--- src/verilog/i2cr_pkg.sv ---
// Overview of operation
// - client only, standard, fast and fast-plus rates
// - sample SDA at SCL high, change low
// - START is SDA falling, bus busy
// - repeated START handled like plain START
// - STOP is SDA rising, bus free
// - whole bytes, MSB first, unlimited count
// - no clock stretching, work done in ack
// - receiver holds SDA low on ack pulse
// - NACK on mismatch, not ready, refusal
// - write is address, pointer, data, STOP
// - pointer plus one after each written byte
// - read is pointer, restart, address, data, NACK
// - no enables, pointer rolls FFh to 00h
// - source0 only, wrap 63h back to 61h
// - source1 only, wrap 65h back to 61h
// - both enables, wrap 69h back to 61h
// - enable bits live in 1Ah and 1Bh
`default_nettype none

package i2cr_pkg;

  // ---------------------------------------------------------------
  // register map
  // ---------------------------------------------------------------
  localparam logic [7:0] SIGNAL_PROCESSOR_STATUS = 8'h60;
  localparam logic [7:0] DEVICE_STATUS_MIRROR = 8'h61;
  localparam logic [7:0] SENSOR0_RESULT_HIGH = 8'h63;
  localparam logic [7:0] SENSOR1_RESULT_HIGH = 8'h65;
  localparam logic [7:0] SENSOR0_TIMESTAMP_BYTE3 = 8'h69;
  localparam logic [7:0] SOURCE_SLOT0_CONFIG = 8'h1A;
  localparam logic [7:0] SOURCE_SLOT1_CONFIG = 8'h1B;

  // ---------------------------------------------------------------
  // fields and reset values
  // ---------------------------------------------------------------
  localparam int SOURCE_WRAP_ENABLE_BIT = 7;
  localparam logic [7:0] SOURCE_SLOT_CONFIG_RST = 8'h00;
  localparam logic [7:0] PTR_RST = 8'h00;
  localparam logic [7:0] PTR_STEP = 8'h01;
  localparam logic [3:0] BITS_PER_BYTE = 4'h8;

  // ---------------------------------------------------------------
  // types
  // ---------------------------------------------------------------
  typedef enum logic [4:0] {
    ST_IDLE = 5'h01,
    ST_RX = 5'h02,
    ST_ACK = 5'h04,
    ST_TX = 5'h08,
    ST_TXACK = 5'h10
  } i2cr_state_e;

  typedef enum logic [2:0] {
    PH_ADDR = 3'h1,
    PH_PTR = 3'h2,
    PH_DATA = 3'h4
  } i2cr_phase_e;

  typedef struct packed {
    logic wr;
    logic [7:0] addr;
    logic [7:0] data;
  } i2cr_regreq_s;

endpackage : i2cr_pkg

`default_nettype wire
--- src/verilog/i2cr_client_port.sv ---
`default_nettype none

module i2cr_client_port #(
  // bus address of this client; value is arbitrary
  parameter logic [6:0] CLIENT_ADDR = 7'h2A
) (
  input wire logic clk,
  input wire logic arst_n,
  input wire logic scl,
  input wire logic sdaIn,
  input wire logic deviceReady,
  input wire logic [7:0] regRdData,
  output logic sdaOut,
  output logic sdaOe_n,
  output logic busy,
  output logic [7:0] regAddr,
  output i2cr_pkg::i2cr_regreq_s regReq,
  output logic [7:0] sourceSlot0Config,
  output logic [7:0] sourceSlot1Config
);

  // ---------------------------------------------------------------
  // declarations
  // ---------------------------------------------------------------
  logic sclMeta_ff, sclSync_ff, sclDly_ff;
  logic sdaMeta_ff, sdaSync_ff, sdaDly_ff;
  logic startDet, stopDet, sclRise, sclFall;
  i2cr_pkg::i2cr_state_e state_ff, nxt_state;
  i2cr_pkg::i2cr_phase_e phase_ff, nxt_phase;
  logic [3:0] bitCnt_ff, nxt_bitCnt;
  logic [7:0] shift_ff, nxt_shift;
  logic [7:0] ptr_ff, nxt_ptr;
  logic ackFlag_ff, nxt_ackFlag;
  logic rw_ff, nxt_rw;
  logic oe_n_ff, nxt_oe_n;
  logic busy_ff, nxt_busy;
  i2cr_pkg::i2cr_regreq_s regReq_ff, nxt_regReq;
  logic [7:0] cfg0_ff, cfg1_ff;
  logic [7:0] rdByte;
  logic addrMatch;

  // ---------------------------------------------------------------
  // functions
  // ---------------------------------------------------------------
  function automatic logic [7:0] nextReadPtr(
    input logic [7:0] ptr,
    input logic en0,
    input logic en1
  );
    logic [7:0] res;
    res = ptr + i2cr_pkg::PTR_STEP;
    if (en0 && !en1 && ptr == i2cr_pkg::SENSOR0_RESULT_HIGH) begin
      res = i2cr_pkg::DEVICE_STATUS_MIRROR;
    end
    if (!en0 && en1 && ptr == i2cr_pkg::SENSOR1_RESULT_HIGH) begin
      res = i2cr_pkg::DEVICE_STATUS_MIRROR;
    end
    if (en0 && en1 && ptr == i2cr_pkg::SENSOR0_TIMESTAMP_BYTE3) begin
      res = i2cr_pkg::DEVICE_STATUS_MIRROR;
    end
    return res;
  endfunction : nextReadPtr

  function automatic logic [7:0] readByte(
    input logic [7:0] addr,
    input logic [7:0] c0,
    input logic [7:0] c1,
    input logic [7:0] core
  );
    logic [7:0] res;
    res = core;
    if (addr == i2cr_pkg::SOURCE_SLOT0_CONFIG) begin
      res = c0;
    end
    if (addr == i2cr_pkg::SOURCE_SLOT1_CONFIG) begin
      res = c1;
    end
    return res;
  endfunction : readByte

  // ---------------------------------------------------------------
  // pin synchronisers and bus conditions
  // ---------------------------------------------------------------
  always_ff @(posedge clk or negedge arst_n) begin
    if (!arst_n) begin
      sclMeta_ff <= 1'b1;
      sclSync_ff <= 1'b1;
      sclDly_ff <= 1'b1;
    end else begin
      sclMeta_ff <= scl;
      sclSync_ff <= sclMeta_ff;
      sclDly_ff <= sclSync_ff;
    end
  end

  always_ff @(posedge clk or negedge arst_n) begin
    if (!arst_n) begin
      sdaMeta_ff <= 1'b1;
      sdaSync_ff <= 1'b1;
      sdaDly_ff <= 1'b1;
    end else begin
      sdaMeta_ff <= sdaIn;
      sdaSync_ff <= sdaMeta_ff;
      sdaDly_ff <= sdaSync_ff;
    end
  end

  // sda edges only count while scl stays high
  assign startDet = sclSync_ff & sclDly_ff & sdaDly_ff & ~sdaSync_ff;
  assign stopDet = sclSync_ff & sclDly_ff & ~sdaDly_ff & sdaSync_ff;
  assign sclRise = sclSync_ff & ~sclDly_ff;
  assign sclFall = ~sclSync_ff & sclDly_ff;

  assign rdByte = readByte(ptr_ff, cfg0_ff, cfg1_ff, regRdData);
  assign addrMatch = (shift_ff[7:1] == CLIENT_ADDR);

  // ---------------------------------------------------------------
  // transfer sequencer
  // ---------------------------------------------------------------
  always_comb begin
    nxt_state = state_ff;
    nxt_phase = phase_ff;
    nxt_bitCnt = bitCnt_ff;
    nxt_shift = shift_ff;
    nxt_ptr = ptr_ff;
    nxt_ackFlag = ackFlag_ff;
    nxt_rw = rw_ff;
    nxt_oe_n = oe_n_ff;
    nxt_busy = busy_ff;
    nxt_regReq = regReq_ff;
    nxt_regReq.wr = 1'b0;
    if (stopDet) begin
      nxt_state = i2cr_pkg::ST_IDLE;
      nxt_busy = 1'b0;
      nxt_oe_n = 1'b1;
    end else if (startDet) begin
      // plain and repeated start take the same path
      nxt_state = i2cr_pkg::ST_RX;
      nxt_phase = i2cr_pkg::PH_ADDR;
      nxt_bitCnt = 4'h0;
      nxt_busy = 1'b1;
      nxt_oe_n = 1'b1;
      nxt_rw = 1'b0;
    end else begin
      case (state_ff)
        i2cr_pkg::ST_IDLE: begin
          // wait for stop or restart after a nack
          nxt_oe_n = 1'b1;
        end
        i2cr_pkg::ST_RX: begin
          if (sclRise) begin
            nxt_shift = {shift_ff[6:0], sdaSync_ff};
            nxt_bitCnt = bitCnt_ff + 4'h1;
          end else if (sclFall && bitCnt_ff == i2cr_pkg::BITS_PER_BYTE) begin
            nxt_state = i2cr_pkg::ST_ACK;
            nxt_bitCnt = 4'h0;
            case (phase_ff)
              i2cr_pkg::PH_ADDR: begin
                nxt_ackFlag = addrMatch & deviceReady;
                nxt_rw = shift_ff[0];
                nxt_phase = i2cr_pkg::PH_PTR;
              end
              i2cr_pkg::PH_PTR: begin
                nxt_ackFlag = 1'b1;
                nxt_ptr = shift_ff;
                nxt_phase = i2cr_pkg::PH_DATA;
              end
              i2cr_pkg::PH_DATA: begin
                nxt_ackFlag = 1'b1;
                nxt_regReq.wr = 1'b1;
                nxt_regReq.addr = ptr_ff;
                nxt_regReq.data = shift_ff;
                nxt_ptr = ptr_ff + i2cr_pkg::PTR_STEP;
              end
              default: begin
                nxt_ackFlag = 1'b0;
              end
            endcase
            nxt_oe_n = ~nxt_ackFlag;
          end
        end
        i2cr_pkg::ST_ACK: begin
          if (sclFall) begin
            nxt_bitCnt = 4'h0;
            if (!ackFlag_ff) begin
              nxt_state = i2cr_pkg::ST_IDLE;
              nxt_oe_n = 1'b1;
            end else if (rw_ff) begin
              nxt_state = i2cr_pkg::ST_TX;
              nxt_shift = rdByte;
              nxt_oe_n = rdByte[7];
            end else begin
              nxt_state = i2cr_pkg::ST_RX;
              nxt_oe_n = 1'b1;
            end
          end
        end
        i2cr_pkg::ST_TX: begin
          if (sclRise) begin
            nxt_bitCnt = bitCnt_ff + 4'h1;
          end else if (sclFall) begin
            if (bitCnt_ff == i2cr_pkg::BITS_PER_BYTE) begin
              nxt_state = i2cr_pkg::ST_TXACK;
              nxt_oe_n = 1'b1;
            end else begin
              nxt_shift = {shift_ff[6:0], 1'b0};
              nxt_oe_n = shift_ff[6];
            end
          end
        end
        i2cr_pkg::ST_TXACK: begin
          if (sclRise) begin
            nxt_ackFlag = ~sdaSync_ff;
            if (!sdaSync_ff) begin
              nxt_ptr = nextReadPtr(ptr_ff,
                cfg0_ff[i2cr_pkg::SOURCE_WRAP_ENABLE_BIT],
                cfg1_ff[i2cr_pkg::SOURCE_WRAP_ENABLE_BIT]);
            end
          end else if (sclFall) begin
            nxt_bitCnt = 4'h0;
            if (ackFlag_ff) begin
              // next byte fetched inside the ack pulse
              nxt_state = i2cr_pkg::ST_TX;
              nxt_shift = rdByte;
              nxt_oe_n = rdByte[7];
            end else begin
              nxt_state = i2cr_pkg::ST_IDLE;
            end
          end
        end
        default: begin
          nxt_state = i2cr_pkg::ST_IDLE;
          nxt_oe_n = 1'b1;
        end
      endcase
    end
  end

  // ---------------------------------------------------------------
  // state registers
  // ---------------------------------------------------------------
  always_ff @(posedge clk or negedge arst_n) begin
    if (!arst_n) begin
      state_ff <= i2cr_pkg::ST_IDLE;
      phase_ff <= i2cr_pkg::PH_ADDR;
      bitCnt_ff <= 4'h0;
      busy_ff <= 1'b0;
    end else begin
      state_ff <= nxt_state;
      phase_ff <= nxt_phase;
      bitCnt_ff <= nxt_bitCnt;
      busy_ff <= nxt_busy;
    end
  end

  always_ff @(posedge clk or negedge arst_n) begin
    if (!arst_n) begin
      shift_ff <= 8'h00;
      ackFlag_ff <= 1'b0;
      rw_ff <= 1'b0;
      oe_n_ff <= 1'b1;
    end else begin
      shift_ff <= nxt_shift;
      ackFlag_ff <= nxt_ackFlag;
      rw_ff <= nxt_rw;
      oe_n_ff <= nxt_oe_n;
    end
  end

  always_ff @(posedge clk or negedge arst_n) begin
    if (!arst_n) begin
      ptr_ff <= i2cr_pkg::PTR_RST;
      regReq_ff <= '0;
    end else begin
      ptr_ff <= nxt_ptr;
      regReq_ff <= nxt_regReq;
    end
  end

  // ---------------------------------------------------------------
  // source slot configuration copies
  // ---------------------------------------------------------------
  always_ff @(posedge clk or negedge arst_n) begin
    if (!arst_n) begin
      cfg0_ff <= i2cr_pkg::SOURCE_SLOT_CONFIG_RST;
      cfg1_ff <= i2cr_pkg::SOURCE_SLOT_CONFIG_RST;
    end else if (regReq_ff.wr) begin
      if (regReq_ff.addr == i2cr_pkg::SOURCE_SLOT0_CONFIG) begin
        cfg0_ff <= regReq_ff.data;
      end
      if (regReq_ff.addr == i2cr_pkg::SOURCE_SLOT1_CONFIG) begin
        cfg1_ff <= regReq_ff.data;
      end
    end
  end

  // ---------------------------------------------------------------
  // outputs
  // ---------------------------------------------------------------
  // scl is only ever an input: no stretching, client only
  assign sdaOut = 1'b0;
  assign sdaOe_n = oe_n_ff;
  assign busy = busy_ff;
  assign regAddr = ptr_ff;
  assign regReq = regReq_ff;
  assign sourceSlot0Config = cfg0_ff;
  assign sourceSlot1Config = cfg1_ff;
endmodule : i2cr_client_port

`default_nettype wire

--- config.mk ---
export PLATFORM = sky130hd
export DESIGN_NAME = i2cr_client_port
export DESIGN_NICKNAME = d
export VERILOG_FILES = /design/src/verilog/i2cr_pkg.sv /design/src/verilog/i2cr_client_port.sv
export SDC_FILE = /design/constraint.sdc
export NUM_CORES = 1
export LEC_CHECK = 0
export BUFFER_PORTS_ARGS = -buffer_cell sky130_fd_sc_hd__buf_2
export CORE_MARGIN = 2
export CORE_UTILIZATION = 45
export DETAILED_ROUTE_END_ITERATION = 7
export PLACE_DENSITY = 0.69
export SKIP_CTS_REPAIR_TIMING = 1
export SYNTH_ARGS = -nofsm -noshare
export SYNTH_HDL_FRONTEND = slang
export SYNTH_SLANG_ARGS = --single-unit
--- constraint.sdc ---
create_clock -name clk -period 3.35 [get_ports clk]
set_input_delay 0.1675 -clock clk [delete_from_list [all_inputs] [get_ports clk]]
set_output_delay 0.1675 -clock clk [all_outputs]
set_load 0.02 [all_outputs]
==> results of run 1 <==
==> per-layer routing <==
layer | global-route usage (%) | up-vias | wire, µm | part of all wire (%)
li1 | - | 1540 | - | -
met1 | 30.91 | 1614 | 4571 | 47
met2 | 31.51 | 117 | 4441 | 46
met3 | 3.722 | 14 | 542 | 5.6
met4 | 7.479 | 0 | 159 | 1.6
met5 | 0 | - | 0 | 0
==> state kept, by name, indices dropped and copies added (netlist names) <==
name,cells
regReq,17
regAddr,8
shift_ff,8
sourceSlot0Config,8
sourceSlot1Config,8
state_ff,5
bitCnt_ff,4
phase_ff,3
ackFlag_ff,1
busy,1
rw_ff,1
sclDly_ff,1
sclMeta_ff,1
sclSync_ff,1
sdaDly_ff,1
sdaMeta_ff,1
sdaOe_n,1
sdaSync_ff,1
==> cell type report <==
| type | count | share of cell area [%] |
|---|---|---|
| clock inverters | 6 | 1.487 |
| clock buffers | 10 | 2.809 |
| flip-flops and latches | 71 | 39.36 |
| multi-input cells | 277 | 44.42 |
| inverters | 11 | 0.9088 |
| repair buffers | 66 | 8.042 |
| well taps | 108 | 2.974 |
==> cell families (layout without fill, tap and decap cells) <==
family | count (synthesis) | after routing | share of synthesized area [%]
AOI/OAI and AO/OA | 96 | 96 | 16.32
xor gates and xnor gates | 4 | 4 | 0.8857
adders and majority gates | 5 | 5 | 1.581
buffers and inverters | 31 | 93 | 3.795
DFF | 71 | 71 | 45.19
muxes | 44 | 44 | 13.28
other | 1 | 1 | 0.09479
and+or+nand+nor | 127 | 127 | 18.85
==> stage by stage <==
stage / setup slack (ns) / hold WS, ns / power [mW]
after floorplan: 1.057 / -0.1281 / 1.057
after global routing: 0.5477 / 0.2805 / 1.888
after CTS: 0.6767 / -0.2424 / 1.807
final: 0.6445 / 0.2556 / 1.799
after global placement: 0.7340 / 0.1357 / 1.118
after detailed placement: 0.6544 / 0.1320 / 1.121
==> final timing paths <==
path                               end
min in group asynchronous    regReq[0]
min                        shift_ff[2]
max reg2reg                 regReq[15]
max in group asynchronous      sdaOe_n
max                         regReq[15]
min reg2reg                 sclSync_ff
==> report_power, final <==
part	internal, mW	switching [mW]
clock	0.348	0.341
sequential	0.885	0.0426
combinational	0.0763	0.106
==> cells in the final DEF (no fill, tap or decap), types with 4 or more instances in the layout <==
cell type,Yosys,routed
o22ai_1,7,7
ha_1,5,5
inv_1,11,11
a21oi_1,16,16
or2_2,4,4
and3_1,14,14
clkbuf_8,0,9
nor4_1,4,4
nand2b_1,5,5
nand2_1,23,23
mux2_2,32,32
nor3_1,15,15
buf_4,2,8
nor4b_1,4,4
o21ai_0,18,18
dfstp_2,9,9
dfrtp_1,62,62
a31oi_1,11,11
nor2_1,20,20
buf_2,1,55
nand3_1,11,11
mux2_4,9,9
a211oi_1,10,10
==> critical path, delay by kind of cell, from the launching register on <==
family,cells,cell delay (ns)
buffers and inverters,1,0.31
muxes,1,0.31
DFF,1,0.55
and+or+nand+nor,3,1.41
==> summary.md, run 1 <==
| Metric | Value |
|---|---|
| Status | finished, final reports clean |
| R2R setup slack | 0.64 ns |
| Clk root buf | clkbuf_8 |
| Clk sinks | 71 |
| Total gr overflow | 0 |
| VDD IR max | 216.2 µV |
| Crit path required time | 3.59 ns |
| R2R depth | 5 |
| Antenna Violating Nets Remaining | 0 |
| Detailed placement HPWL | 7058 µm |
| Final Skew | 0.01533 ns |
| Fin crit share | 80.76% |
| Slowest stage delay, CP | 0.58 ns |
| Diode count | 0 |
| Fin nets | 454 |
| Clk buf depth | 2 |
| Worst Tran Pin Value | 0.8395 ns |
| Crit. Startpoint | state_ff[4] |
| F_max | 369.6 MHz |
| Die Wd | 97.77 µm |
| CP cell instances | or4b_4, nand4bb_4, nor3_4, buf_4, mux2_4 |
| Share of post-route cells with drive strength above 1 | 32.43% |
| Per-cell routed wire length | 17.70 µm |
| Worst-path clk slew | 0.09 ns |
| Initial antenna violation count | 0 |
| DR vias | 3285 |
| TritonCTS Buffers | 9 |
| I/O pins | 57 |
| Worst-path maximum fanout | 15 |
| Worst Setup Path Type | register to register |
| Die footprint | 9558 µm² |
| Final setup viols | 0 |
| Seq cells post-synth | 71 |
| DIE HEIGHT | 97.77 µm |
| Vias in the first global route | 3145 |
| Hold depth | 4 |
| Worst-Skew Late Latency | 0.35 ns |
| Detailed router's first-iteration violation count | 201 |
| Register area | 1788 µm² |
| Setup TNS | 0 ns |
| Number of synthesized flops with an enable pin | 0 |
| Top cell type's share of synthesized area | 39.22% |
| Post-Syn Instances | 379 |
| Initial core utilization | 45.81% |
| Slew Viols, Final | 0 |
| Fill cell count | 812 |
| Largest net degree at the start of global routing | 36 |
| H-tree Lvls | 3 |
| Site row count | 34 |
| PwrDens | 396.0 nW/µm² |
| Synthesis Warnings | 0 |
| Final Hold Fails | 0 |
| CP arrival | 2.95 ns |
| Max-cap violation count | 0 |
| Leak pwr | 2.153 nW |
| Synth cell count leaders | dfrtp_1 (62), mux2_2 (32), nand2_1 (23) |
| Synthesized Nets | 397 |
| Most numerous cell in the Yosys netlist | dfrtp_1 |
| CP endpoint kind | register |
| Critical path's slowest cell | or4b_4 |
| Area added between synthesis and finish | 14.83% |
| Vias/cell | 5.984 |
| Total wire length | 9715 µm |
| Multi-input logic area | 2018 µm² |
| Worst Setup Start Kind | register |
| Syn_area_per_cell | 10.44 µm² |
| First-pass GRT wire length | 16220 µm |
| Final instance area | 4543 µm² |
| GR Util All Layers | 21.03% |
| Leading area contributor after synthesis | dfrtp_1 |
| Min Tclk post-route | 2.706 ns |
| Worst min-delay path class | input pin to register |
| Reg2reg start | state_ff[4] |
| DR pass1 iterations | 5 |
| Post-route insts no fill | 549 |
| Post-route DRC | 0 |
| Most used DFF post-synth | dfrtp_1 |
| Asr flop ratio synth | 100.0% |
| Inst Count DP | 530 |
| Post-DP Area | 4318 µm² |
| Final Util | 52.61% |
| CTS tree | built |
| Synth area leaders | dfrtp_1 (39%), mux2_2 (9.1%), dfstp_2 (6.0%), mux2_4 (3.4%), o21ai_0 (2.3%) |
| Sequential cell area fraction in the yosys report | 45.19% |
| Gp weighted congestion | 0.9247 |
| Max-slew headroom | 43.98% |
| Core area | 8636 µm² |
| Unrepaired setup endpoints after global routing | no |
| HP Start | regRdData[2] |
| Yosys cell types | 68 |
| Syn Std Cell Area | 3956 µm² |
| PortBufs | 55 |
(Power assumes the default switching activity.)
==> inputs of run 2 (changes only) <==
clock period = 2.8 ns   (was 3.35 ns; I/O delays follow)
==> run 2 against run 1 <==
Net effect:
- worst hold slack got worse by 0.25 ns
- critical path type unchanged
- power grew 27%
- critical endpoint is now shift_ff[3]
- worst setup slack got worse by 0.26 ns
==> summary.md, run 2 (synthesis results as in run 1) <==
| Metric | Value |
|---|---|
| Site row count | 34 (unchanged) |
| Total gr overflow | 0 (unchanged) |
| Worst-Skew Late Latency | 0.36 ns (about the same) |
| CP arrival | 2.65 ns (-0.30 ns) |
| Fin nets | 458 (+0.88%) |
| Fill cell count | 775 (-4.6%) |
| Worst min-delay path class | input pin to asynchronous set/reset pin |
| Final Skew | 0.01137 ns (-0.003955 ns) |
| Post-route DRC | 0 (unchanged) |
| Vias in the first global route | 3144 (-0.032%) |
| Slowest stage delay, CP | 0.56 ns (-0.02 ns) |
| Worst Tran Pin Value | 1.121 ns (+0.2818 ns) |
| First-pass GRT wire length | 16350 µm (+0.85%) |
| DR vias | 3356 (+2.2%) |
| Vias/cell | 6.069 (+1.4%) |
| PwrDens | 496.1 nW/µm² (+25%) |
| Critical path's slowest cell | or3_2 |
| Final Hold Fails | 0 (unchanged) |
| Worst Setup Path Type | register to register |
| Die Wd | 97.77 µm (unchanged) |
| Final setup viols | 0 (unchanged) |
| Initial antenna violation count | 0 (unchanged) |
| Leak pwr | 2.197 nW (+2.0%) |
| WP buf/inv | 0 (-1) |
| Slew Viols, Final | 0 (unchanged) |
| TritonCTS Buffers | 9 (unchanged) |
| Detailed placement HPWL | 7043 µm (-0.22%) |
| CTS tree | built |
| Slack of the critical path | 0.3833 ns (-0.2612 ns) |
| Worst-path maximum fanout | 10 (-5) |
| Dpl ws | 0.3935 ns (-0.2608 ns) |
| Clk buf depth | 2 (unchanged) |
| Max-cap violation count | 0 (unchanged) |
| Hold Slack | 0.003193 ns (-0.2524 ns) |
| Setup TNS | 0 ns (unchanged) |
| H-tree Lvls | 3 (unchanged) |
| Clk root buf | clkbuf_8 |
| Family with the most delay on the worst path | simple AND/OR/NAND/NOR gates |
| DR pass1 iterations | 5 (unchanged) |
| Clk sinks | 71 (unchanged) |
| Worst-path clk slew | 0.08 ns (about the same) |
| Area added between synthesis and finish | 16.41% |
| Core area | 8636 µm² (unchanged) |
| Detailed router's first-iteration violation count | 251 (+25%) |
| Commonest cells after routing, fill and taps aside | dfrtp_1 (62), buf_2 (55), mux2_2 (32) |
| Largest net degree at the start of global routing | 51 (+42%) |
| Status | finished, final reports clean |
| Total wire length | 9985 µm (+2.8%) |
| Most common cell after layout, fill and taps aside | dfrtp_1 |
| Worst Setup Start Kind | register |
| Register area | 1788 µm² (unchanged) |
| Initial core utilization | 45.81% (unchanged) |
| Diode count | 0 (unchanged) |
| DIE HEIGHT | 97.77 µm (unchanged) |
| Max FFs per register | 17 (unchanged) |
| CP cell instances | or3_2, nor4b_1, a21oi_1, nand4_2, mux2_2 |
| Min Tclk post-route | 2.417 ns (-0.2888 ns) |
| Crit path required time | 3.04 ns (-0.55 ns) |
| CP endpoint kind | register |
| GR Util All Layers | 21.29% (+0.26 points) |
| Multi-input logic area | 2018 µm² (unchanged) |
| PortBufs | 55 (unchanged) |
| Unrepaired setup endpoints after global routing | no |
| Max-slew headroom | 25.24% (-19 points) |
| Per-cell routed wire length | 18.06 µm (+2.0%) |
| Antenna Violating Nets Remaining | 0 (unchanged) |
| I/O pins | 57 (unchanged) |
| Gp weighted congestion | 0.9483 (+2.6%) |
| Share of post-route cells with drive strength above 1 | 33.48% (+1.1 points) |
| VDD IR max | 332.6 µV (+54%) |
| Fin crit share | 86.31% (+5.5 points) |
| F_max | 413.8 MHz (+12%) |
| Die footprint | 9558 µm² (unchanged) |
==> run 2: report_power, final <==
group / switching [mW] / internal (mW)
registers: 0.0545 / 1.06
logic: 0.127 / 0.0914
clock network: 0.420 / 0.532
total: 0.602 / 1.68
==> run 2: metal layers <==
layer	up-vias	global-route usage, %	part of all wire (%)
li1	1550	-	-
met1	1636	30.82	46
met2	146	31.62	45
met3	24	4.796	7.0
met4	0	7.692	2.2
met5	-	0	0
==> run 2: final timing paths <==
path                                   start          end  slack (ns)  cells past startpoint
worst max-delay path             state_ff[3]  shift_ff[3]        0.38                      5
worst min-delay path                  arst_n         busy       0.003                      1
worst max register to register   state_ff[3]  shift_ff[3]        0.38                      5
worst min register to register    sdaMeta_ff   sdaSync_ff        0.36                      0
max in group asynchronous             arst_n    regReq[1]        2.00                      2
min in group clk                regRdData[2]  shift_ff[2]        0.22                      4
==> run 2: area by class of cell <==
type	count	area share, %
Multi-Input combinational cell	277	43.82
Sequential cell	71	38.82
Timing Repair Buffer	70	8.530
Clock buffer	10	2.988
Tap cell	108	2.934
Clock inverter	6	2.010
Inverter	11	0.8965
==> run 2: metrics by stage <==
step | utilization (%) | area, µm² | instances | power [mW]
global route | 53.33 | 4606 | 553 | 2.384
detailed placement | 50.43 | 4355 | 535 | 1.347
global placement | 50.43 | 4355 | 535 | 1.335
floorplan | - | 3956 | 379 | 1.264
finish | 53.33 | 4606 | 553 | 2.285
CTS | 53.10 | 4586 | 551 | 2.294
